File: config.mk
export PLATFORM = sky130hd
export DESIGN_NAME = clock_gate_irq_reset_cause
export DESIGN_NICKNAME = d
export VERILOG_FILES = /design/src/clocks_settled_detect.v /design/src/reset_cause_capture.v /design/src/clock_gate_irq_reset_cause.v
export VERILOG_INCLUDE_DIRS = /design/src
export SDC_FILE = /design/constraint.sdc
export NUM_CORES = 1
export LEC_CHECK = 0
export ABC_AREA = 0
export ABC_CLOCK_PERIOD_IN_PS = 2700
export BUFFER_PORTS_ARGS = -buffer_cell sky130_fd_sc_hd__clkbuf_2
export CORE_ASPECT_RATIO = 0.7
export CORE_MARGIN = 5
export CORE_UTILIZATION = 52
export DETAILED_ROUTE_END_ITERATION = 12
export GPL_ROUTABILITY_DRIVEN = 0
export GPL_TIMING_DRIVEN = 0
export HOLD_SLACK_MARGIN = 0.08
export PLACE_DENSITY = 0.95
export SYNTH_ARGS = -nofsm -noshare
export SYNTH_HDL_FRONTEND = slang
export SYNTH_SLANG_ARGS = --single-unit
File: constraint.sdc
create_clock -name CORE_CLK -period 2.7 [get_ports CORE_CLK]
set_input_delay 0.135 -clock CORE_CLK [delete_from_list [all_inputs] [get_ports CORE_CLK]]
set_output_delay 0.135 -clock CORE_CLK [all_outputs]
set_load 0.02 [all_outputs]
File: src/pm_clkgate_defs.vh
// Register map, field positions, reset values and widths of the
// clock gate, clock-ready interrupt and reset-cause block.
// Assumes byte addressing on a 32-bit APB bus, one word per register.
`ifndef PM_CLKGATE_DEFS_VH
`define PM_CLKGATE_DEFS_VH

// Register indices; byte address is four times the index
`define IDX_BUS_C_CLOCK_GATES   6'h20
`define IDX_IRQ_ENABLE_CLEAR    6'h34
`define IDX_IRQ_ENABLE_SET      6'h35
`define IDX_IRQ_FLAG_STATUS     6'h36
`define IDX_LAST_RESET_SOURCE   6'h38
`define IDX_WRITE_LOCK          6'h3C

// Bus address width
`define ADDR_W                  8

// Gate register: reset value and writable bits
`define GATES_RESET             32'h0001_0000
`define GATES_WR_MASK           32'h000F_FFFF
`define GATE_TOP_BIT            10
`define GATE_COUNT              11

// Clock-ready bit position in enable and flag registers
`define CLOCKS_SETTLED_BIT      0

// Reset-cause field positions and reset value
`define CAUSE_POWER_ON_BIT      0
`define CAUSE_BROWNOUT_1V2_CAUSE_BIT         1
`define CAUSE_BROWNOUT_3V3_CAUSE_BIT         2
`define CAUSE_PIN_BIT           4
`define CAUSE_WATCHDOG_BIT      5
`define CAUSE_SW_SYSTEM_BIT     6
`define CAUSE_RESET             8'h01
`define CAUSE_USED_MASK         8'h77

// Write-lock register field
`define WRITE_LOCK_BIT          0

// Width of the packed divider selections watched for clock-ready
`define DIV_SEL_W               12

`endif

File: src/clocks_settled_detect.v
// Raises a one-cycle pulse when the applied divider selections first
// match the requested ones. Both inputs come from logic on CORE_CLK.
`timescale 1ns/100ps

module clocks_settled_detect #(
	parameter SEL_W = 12
) (
	// Clock and reset
	input  wire             clk,
	input  wire             rst_n,
	// Requested and applied divider selections
	input  wire [SEL_W-1:0] target_sel,
	input  wire [SEL_W-1:0] applied_sel,
	// Settled event
	output reg              settled_pulse
);

	reg  match_ff;
	wire match;

	// Clocks run as selected when every field agrees
	assign match = (target_sel == applied_sel);

	// Registered pulse, one cycle after the match is first seen
	always @(posedge clk or negedge rst_n) begin
		if (!rst_n) begin
			match_ff      <= 1'b0;
			settled_pulse <= 1'b0;
		end else begin
			match_ff      <= match;
			settled_pulse <= match & ~match_ff;
		end
	end

endmodule // clocks_settled_detect

File: src/reset_cause_capture.v
// Records which source caused the last system reset.
// Cause inputs are held levels from the reset controller, asynchronous
// to CORE_CLK; they are synchronised and sampled once after release.
`timescale 1ns/100ps

`include "pm_clkgate_defs.vh"

module reset_cause_capture (
	// Clock and reset
	input  wire       clk,
	input  wire       rst_n,
	// Raw cause indications, bit positions as in the cause register
	input  wire [7:0] cause_raw,
	// Captured cause
	output reg  [7:0] cause_ff
);

	reg [7:0] sync1_ff;
	reg [7:0] sync2_ff;
	reg [1:0] wait_ff;
	reg       done_ff;

	// Two-stage synchroniser for the cause levels
	always @(posedge clk or negedge rst_n) begin
		if (!rst_n) begin
			sync1_ff <= 8'h00;
			sync2_ff <= 8'h00;
		end else begin
			sync1_ff <= cause_raw;
			sync2_ff <= sync1_ff;
		end
	end

	// Capture once, after the synchroniser has filled
	always @(posedge clk or negedge rst_n) begin
		if (!rst_n) begin
			cause_ff <= `CAUSE_RESET;
			wait_ff  <= 2'b00;
			done_ff  <= 1'b0;
		end else if (!done_ff) begin
			if (wait_ff == 2'b10) begin
				done_ff <= 1'b1;
				// Nothing seen means a power-on start
				if ((sync2_ff & `CAUSE_USED_MASK) != 8'h00)
					cause_ff <= sync2_ff & `CAUSE_USED_MASK;
			end else begin
				wait_ff <= wait_ff + 2'b01;
			end
		end
	end

endmodule // reset_cause_capture

File: src/clock_gate_irq_reset_cause.v
// Peripheral bus clock gates, clock-ready interrupt and reset cause,
// reached by software over a 32-bit APB slave.
// Assumes divider selections and cause levels come from the power
// manager around it; gate enables drive external clock gating cells.
//
// Chosen here: the APB slave port.
`timescale 1ns/100ps

`include "pm_clkgate_defs.vh"

// Operation
// - Gate bits 10..0 stop their peripheral bus clock at zero, pass at one.
// - Writing one to enable-clear drops the clock-ready enable; the clock-ready flag stays set.
// - Writing one to enable-set raises the clock-ready enable; zero does nothing.
// - Interrupt asserts while enable and clock-ready flag are both set.
// - Clock-ready flag sets when processor and bus clocks reach selected rates.
// - Writing one to flag bit 0 clears the clock-ready flag; zero does nothing.
// - Reset-cause bit 0 marks power-on; register reads 0x01 after power-on.
// - Reset-cause bit 6 marks a processor-issued system reset request.
// - Reset-cause bit 5 marks a watchdog timer reset.
// - Reset-cause bit 4 marks an external pin reset.
// - Reset-cause bit 2 marks a 3.3 V brown-out reset.
// - Reset-cause bit 1 marks a 1.2 V brown-out reset.
// - Gate register resets to 0x00010000, so covered gates start stopped.
module clock_gate_irq_reset_cause #(
	parameter SEL_W = `DIV_SEL_W
) (
	// Clock and reset
	input  wire               CORE_CLK,
	input  wire               RSTN,
	// APB slave
	input  wire [`ADDR_W-1:0] PADDR,
	input  wire               PSEL,
	input  wire               PENABLE,
	input  wire               PWRITE,
	input  wire [31:0]        PWDATA,
	output reg  [31:0]        PRDATA,
	output reg                PREADY,
	output reg                PSLVERR,
	// Divider selections, requested and applied
	input  wire [SEL_W-1:0]   TARGET_DIV_SEL,
	input  wire [SEL_W-1:0]   APPLIED_DIV_SEL,
	// Held reset-cause levels from the reset controller
	input  wire               SOFTWARE_SYSTEM_RESET_CAUSE,
	input  wire               WATCHDOG_RESET_CAUSE,
	input  wire               PIN_RESET_CAUSE,
	input  wire               BROWNOUT_3V3_CAUSE,
	input  wire               BROWNOUT_1V2_CAUSE,
	// Peripheral bus clock enables
	output reg  [`GATE_COUNT-1:0] BUS_C_GATE_EN,
	// Interrupt request
	output reg                IRQ
);

	// Register state
	reg  [31:0] gates_ff;
	reg  [31:0] nxt_gates;
	reg         irq_en_ff;
	reg         nxt_irq_en;
	reg         flag_ff;
	reg         nxt_flag;
	reg         lock_ff;
	reg         nxt_lock;

	// Bus response next values
	reg  [31:0] nxt_rdata;
	reg         nxt_ready;
	reg         nxt_slverr;

	// Decode and helpers
	wire        setup_phase;
	wire        wr_commit;
	wire [5:0]  word_idx;
	wire        aligned;
	reg         hit_gates;
	reg         hit_en_clr;
	reg         hit_en_set;
	reg         hit_flag;
	reg         hit_cause;
	reg         hit_lock;
	wire        mapped;
	wire        settled_pulse;
	wire [7:0]  cause_raw;
	wire [7:0]  cause_val;
	wire        wr_open;
	wire        wr_gates;
	wire        wr_en_clr;
	wire        wr_en_set;
	wire        wr_flag;
	wire        wr_lock;
	wire        bad_addr;
	wire        ro_write;
	reg         nxt_irq;
	wire [`GATE_COUNT-1:0] nxt_gate_en;
	genvar      g;

	// Transfer phases: answer is prepared in setup, completes in access
	assign setup_phase = PSEL & ~PENABLE;
	assign wr_commit   = PSEL & PENABLE & PREADY & PWRITE;

	// Word index from byte address
	assign word_idx = PADDR[`ADDR_W-1:2];
	assign aligned  = (PADDR[1:0] == 2'b00);

	// Address decode
	always @* begin
		hit_gates  = 1'b0;
		hit_en_clr = 1'b0;
		hit_en_set = 1'b0;
		hit_flag   = 1'b0;
		hit_cause  = 1'b0;
		hit_lock   = 1'b0;
		if (!aligned) begin
			hit_gates = 1'b0;
		end else if (word_idx == `IDX_BUS_C_CLOCK_GATES) begin
			hit_gates = 1'b1;
		end else if (word_idx == `IDX_IRQ_ENABLE_CLEAR) begin
			hit_en_clr = 1'b1;
		end else if (word_idx == `IDX_IRQ_ENABLE_SET) begin
			hit_en_set = 1'b1;
		end else if (word_idx == `IDX_IRQ_FLAG_STATUS) begin
			hit_flag = 1'b1;
		end else if (word_idx == `IDX_LAST_RESET_SOURCE) begin
			hit_cause = 1'b1;
		end else if (word_idx == `IDX_WRITE_LOCK) begin
			hit_lock = 1'b1;
		end
	end

	assign mapped = hit_gates | hit_en_clr | hit_en_set | hit_flag | hit_cause | hit_lock;

	// Write strobes per register; the lock only guards the protected ones
	assign wr_open   = wr_commit & ~lock_ff;
	assign wr_gates  = wr_open & hit_gates;
	assign wr_en_clr = wr_open & hit_en_clr;
	assign wr_en_set = wr_open & hit_en_set;
	assign wr_flag   = wr_commit & hit_flag;
	assign wr_lock   = wr_commit & hit_lock;

	// Error sources: nothing mapped there, or a write to the read-only cause
	assign bad_addr = ~mapped;
	assign ro_write = PWRITE & hit_cause;

	// Clock-ready detection on the divider selections
	clocks_settled_detect #(
		.SEL_W         (SEL_W)
	) u_settle (
		.clk           (CORE_CLK),
		.rst_n         (RSTN),
		.target_sel    (TARGET_DIV_SEL),
		.applied_sel   (APPLIED_DIV_SEL),
		.settled_pulse (settled_pulse)
	);

	// Pack cause levels into their register positions
	assign cause_raw = {1'b0,
	                    SOFTWARE_SYSTEM_RESET_CAUSE,
	                    WATCHDOG_RESET_CAUSE,
	                    PIN_RESET_CAUSE,
	                    1'b0,
	                    BROWNOUT_3V3_CAUSE,
	                    BROWNOUT_1V2_CAUSE,
	                    1'b0};

	// Cause capture, power-on value unless a source is seen at the single sample after release
	reset_cause_capture u_cause (
		.clk       (CORE_CLK),
		.rst_n     (RSTN),
		.cause_raw (cause_raw),
		.cause_ff  (cause_val)
	);

	// Gate register writes, blocked by the lock
	always @* begin
		nxt_gates = gates_ff;
		if (wr_gates)
			nxt_gates = (gates_ff & ~`GATES_WR_MASK) | (PWDATA & `GATES_WR_MASK);
	end

	// Clock-ready interrupt enable, set and clear pair
	always @* begin
		nxt_irq_en = irq_en_ff;
		if (wr_en_set && PWDATA[`CLOCKS_SETTLED_BIT])
			nxt_irq_en = 1'b1;
		else if (wr_en_clr && PWDATA[`CLOCKS_SETTLED_BIT])
			nxt_irq_en = 1'b0;
	end

	// Clock-ready flag: a settle event wins over a clear in the same cycle
	always @* begin
		nxt_flag = flag_ff;
		if (wr_flag && PWDATA[`CLOCKS_SETTLED_BIT])
			nxt_flag = 1'b0;
		if (settled_pulse)
			nxt_flag = 1'b1;
	end

	// Write lock register, always writable
	always @* begin
		nxt_lock = lock_ff;
		if (wr_lock)
			nxt_lock = PWDATA[`WRITE_LOCK_BIT];
	end

	// Read data mux; unused bits read zero
	always @* begin
		nxt_rdata = 32'h0000_0000;
		if (hit_gates) begin
			nxt_rdata = gates_ff;
		end else if (hit_en_clr || hit_en_set) begin
			nxt_rdata[`CLOCKS_SETTLED_BIT] = irq_en_ff;
		end else if (hit_flag) begin
			nxt_rdata[`CLOCKS_SETTLED_BIT] = flag_ff;
		end else if (hit_cause) begin
			nxt_rdata[7:0] = cause_val & `CAUSE_USED_MASK;
		end else if (hit_lock) begin
			nxt_rdata[`WRITE_LOCK_BIT] = lock_ff;
		end
	end

	// Bus response: ready for one cycle, error on unmapped or bad write
	always @* begin
		nxt_ready  = 1'b0;
		nxt_slverr = 1'b0;
		if (setup_phase) begin
			nxt_ready  = 1'b1;
			nxt_slverr = bad_addr | ro_write;
		end
	end

	// Gate register; reset value leaves every covered clock stopped
	always @(posedge CORE_CLK or negedge RSTN) begin
		if (!RSTN) begin
			gates_ff <= `GATES_RESET;
		end else begin
			gates_ff <= nxt_gates;
		end
	end

	// Clock-ready interrupt enable
	always @(posedge CORE_CLK or negedge RSTN) begin
		if (!RSTN) begin
			irq_en_ff <= 1'b0;
		end else begin
			irq_en_ff <= nxt_irq_en;
		end
	end

	// Clock-ready flag
	always @(posedge CORE_CLK or negedge RSTN) begin
		if (!RSTN) begin
			flag_ff <= 1'b0;
		end else begin
			flag_ff <= nxt_flag;
		end
	end

	// Write lock, open after reset
	always @(posedge CORE_CLK or negedge RSTN) begin
		if (!RSTN) begin
			lock_ff <= 1'b0;
		end else begin
			lock_ff <= nxt_lock;
		end
	end

	// Handshake outputs from flops
	always @(posedge CORE_CLK or negedge RSTN) begin
		if (!RSTN) begin
			PREADY  <= 1'b0;
			PSLVERR <= 1'b0;
		end else begin
			PREADY  <= nxt_ready;
			PSLVERR <= nxt_slverr;
		end
	end

	// Read data held through the access phase, cleared when idle
	always @(posedge CORE_CLK or negedge RSTN) begin
		if (!RSTN) begin
			PRDATA <= 32'h0000_0000;
		end else if (setup_phase && !PWRITE) begin
			PRDATA <= nxt_rdata;
		end else if (!PSEL) begin
			PRDATA <= 32'h0000_0000;
		end
	end

	// Interrupt level from next enable and flag, so it moves with them
	always @* begin
		nxt_irq = nxt_irq_en & nxt_flag;
	end

	// One enable per gate bit; zero stops that peripheral's bus clock
	generate
		for (g = 0; g <= `GATE_TOP_BIT; g = g + 1) begin : g_gate
			assign nxt_gate_en[g] = nxt_gates[g];
		end
	endgenerate

	// Gate enables, registered from next state
	always @(posedge CORE_CLK or negedge RSTN) begin
		if (!RSTN) begin
			BUS_C_GATE_EN <= {`GATE_COUNT{1'b0}};
		end else begin
			BUS_C_GATE_EN <= nxt_gate_en;
		end
	end

	// Interrupt request, registered from next state
	always @(posedge CORE_CLK or negedge RSTN) begin
		if (!RSTN) begin
			IRQ <= 1'b0;
		end else begin
			IRQ <= nxt_irq;
		end
	end

endmodule // clock_gate_irq_reset_cause

==> results.md <==
- Worst-path clk slew: 70 ps
- Height of the die: ~73 um
- Async SR Flop Fraction: 100%
- Ports: 120
- Worst VDD drop: 0.000406 V
- Synthesized flop and latch total: 68
- Skew final: 7.52 ps
- # setup viols final: 0
- Area added between synthesis and finish: 37.5%
- Max Slew Vio Count: 0
- Total clock sinks: 68
- I/O Buffers: 107
- CP endpoint kind: register
- Synth cell types: 38
- Most frequent cells in the layout: clkbuf_2 (106), dfrtp_1 (66), dlygate4sd3_1 (27), buf_4 (23), nand2_1 (22)
- Peak Freq: 542 MHz
- Critical path peak fanout: 10
- Share of cells above drive strength 1: between 40 and 50%
- Final worst-path cycle share: 68.3%
- CORE AREA: 5370 sq um
- CP Class: in -> reg
- Initial Util: 54.7%
- GRT Util Overall: around 22%
- Leak: slightly above 2 nW
- CP arrival: 2120 ps
- DRT iter0 DRCs: 90
- Post-detail-place hpwl: around 5200 um
- Via density: 5.23
- Ys flop type: dfrtp_1
- RSZ-0062 raised after global routing: no
- Critical Path Source Type: primary input
- Drt drc: 0
- Die Width: approximately 100 um
- Wire length per cell: 16.4 um
- Worst skew pair latency: 340 ps
- Final Hold Fails: 0
- Slowest cell on the critical path: dlygate4sd3_1
- CTS tree: done
- Number of max-cap violations: 0
- Cts bufs inserted: 9
- CP max stage delay: 560 ps
- Post-route setup TNS: 0 ps
- Syn Inst Count: 238
- Critical Path, Cell by Cell: dlygate4sd3_1, clkbuf_2, nor2b_1, nand2_1, nor3_2, buf_2, a22o_1
- Worst path required time: between 2000 and 3000 ps
- Register area share after synthesis: 58.1%
- N_diodes: 0
- Drt pass-1 iters: 5
- Number of global-route vias before repair: ~2500
- CTS H-tree lvls: 3
- First-pass GRT wire length: 12100 um
- Resized cells post-CTS: 0
- Min-Delay Path Class: in -> reg
- Sequential Area: 1700 sq um
- Initial antenna violation count: 0
- Crit path buffers/inverters: 3
- Die Area: 7270 sq um
- Total grt overflow: 0
- Slew margin rel.: about two fifths
- Final Critical Period: 1850 ps
- Worst Max-Slew Pin Slew: 891 ps
- Root cell of the clock tree: clkbuf_8
- Syn. warnings: 0
- Footprint of the multi-input gates: 993 sq um
- Result of the run: complete, no violations
- Number of synthesized flops with an enable pin: 0
- Final ANT Viol Nets: 0
- Commonest non-fill, non-tap cell in the layout: clkbuf_2
- Fill cell count: 340
- Post-Syn Area per Cell: approximately 12 sq um
- Nets: 458
- Drt total wl: 7530 um
- Final hold slack: 111 ps
- Vias: 2407
- Largest net degree at the start of global routing: between 60 and 70
- CP top delay family: buffers and inverters
- Power per standard cell area: approximately 510 nW/um^2
- Synthesized Nets: 313
- Clock Path Buffers: 2
- Mapped cell area: just under 3000 sq um
- # rows: 22
where the power goes:
group / leakage [nW] / internal, W / switching [W] / total (W)
Sequential: 0.875 / 0.00103 / 0.00000739 / 0.00104
Combinational: 1.08 / 0.0000841 / 0.0000844 / 0.000169
Clock: 0.102 / 0.000474 / 0.000363 / 0.000837
flip-flops by register name, indices dropped and copies added (netlist names), 2 cells and up:
signal / cells
u_cause.wait_ff: 2
u_cause.cause_ff: 6
u_cause.sync2_ff: 5
PRDATA: 21
gates_ff: 20
u_cause.sync1_ff: 5
logic make-up after synthesis:
kind of cell | after synthesis | share of synthesized area [%]
flip-flops | 68 | 58.1
AND/OR/NAND/NOR | 55 | 10.4
AO/OA/AOI/OAI | 45 | 11.5
buffers and inverters | 36 | 8.10
multiplexers | 20 | 7.67
XOR/XNOR | 13 | 3.88
adder cells (fa/ha/maj) | 1 | 0.426
stage by stage:
| stage | instances | total power (W) | util [%] | cell area [sq um] | worst slack [ps] |
|---|---|---|---|---|---|
| after floorplan | 238 | 0.00111 | - | 2940 | 971 |
| after global placement | 417 | 0.00119 | 66.3 | 3560 | 759 |
| after detailed placement | 417 | 0.00119 | 66.4 | 3560 | 746 |
| after CTS | 460 | 0.00206 | 75.2 | 4040 | 887 |
| after global routing | 460 | 0.00212 | 75.2 | 4040 | 614 |
| final | 460 | 0.00205 | 75.2 | 4040 | 855 |
worst reg2reg max path, stage by stage, from the launching register on:
cell	delay, ps
dfrtp_1	370
or4_1	510
o21ai_0	550
nand2_1	140
nand2_1	100
per-layer routing:
metal | global-route usage [%] | up-vias | part of all wire, % | routed length (um)
li1 | - | 1121 | - | -
met1 | 27.5 | 1150 | 41 | 3110
met5 | 0 | - | 0 | 0
met2 | 35.8 | 119 | 49 | 3700
met3 | 6.49 | 17 | 7.5 | 564
met4 | 11.2 | 0 | 2.1 | 159
synthesized netlist by cell type (all sizes together) (2+ instances only):
cell type	number	area share, %
inv	7	0.90
nor2b	2	0.43
a22oi	6	1.5
or4	2	0.51
o21a	2	0.51
dfstp	2	1.8
nor3	3	0.68
o32ai	2	0.60
mux2	20	7.7
xnor2	13	3.9
nand4b	2	0.60
a32oi	2	0.60
dfrtp	66	56
and3	2	0.43
buf	26	6.8
nand4	6	1.3
nor4	4	1.4
a22o	15	4.5
nor2	5	0.64
nand2	22	2.8
o21ai	12	2.0
and2	3	0.64
or2	2	0.43
clkbuf	3	0.38
worst paths after layout:
check	start	endpoint	slack, ps	cells past startpoint
setup / recovery	PENABLE	PRDATA[19]$_DFFE_PN0P_	850	7
hold / removal	PSEL	PREADY$_DFF_PN0_	110	2
setup reg to reg	u_cause.sync2_ff[1]$_DFF_PN0_	u_cause.cause_ff[1]$_DFFE_PN0P_	970	4
hold reg to reg	u_cause.sync1_ff[4]$_DFF_PN0_	u_cause.sync2_ff[4]$_DFF_PN0_	350	0
max in group asynchronous	RSTN	PRDATA[30]$_DFFE_PN0P_	1620	2
min in group asynchronous	RSTN	gates_ff[9]$_DFFE_PN0P_	490	2
area by class of cell:
type | count | share of cell area (%)
plain buffers | 29 | 5.24
clock buffers | 12 | 3.84
clock inverters | 4 | 1.18
multi-input cells | 134 | 24.6
inverters | 7 | 0.651
flip-flops and latches | 68 | 42.2
repair buffers | 134 | 20.0
well taps | 72 | 2.23
repair_timing:
item,4_1_cts,5_1_grt
hold buffers,27,0
endpoints found under the hold margin,92,0
setup buffers,0,0
setup endpoints to repair,0,0
Power figures use the tool's default switching activity.
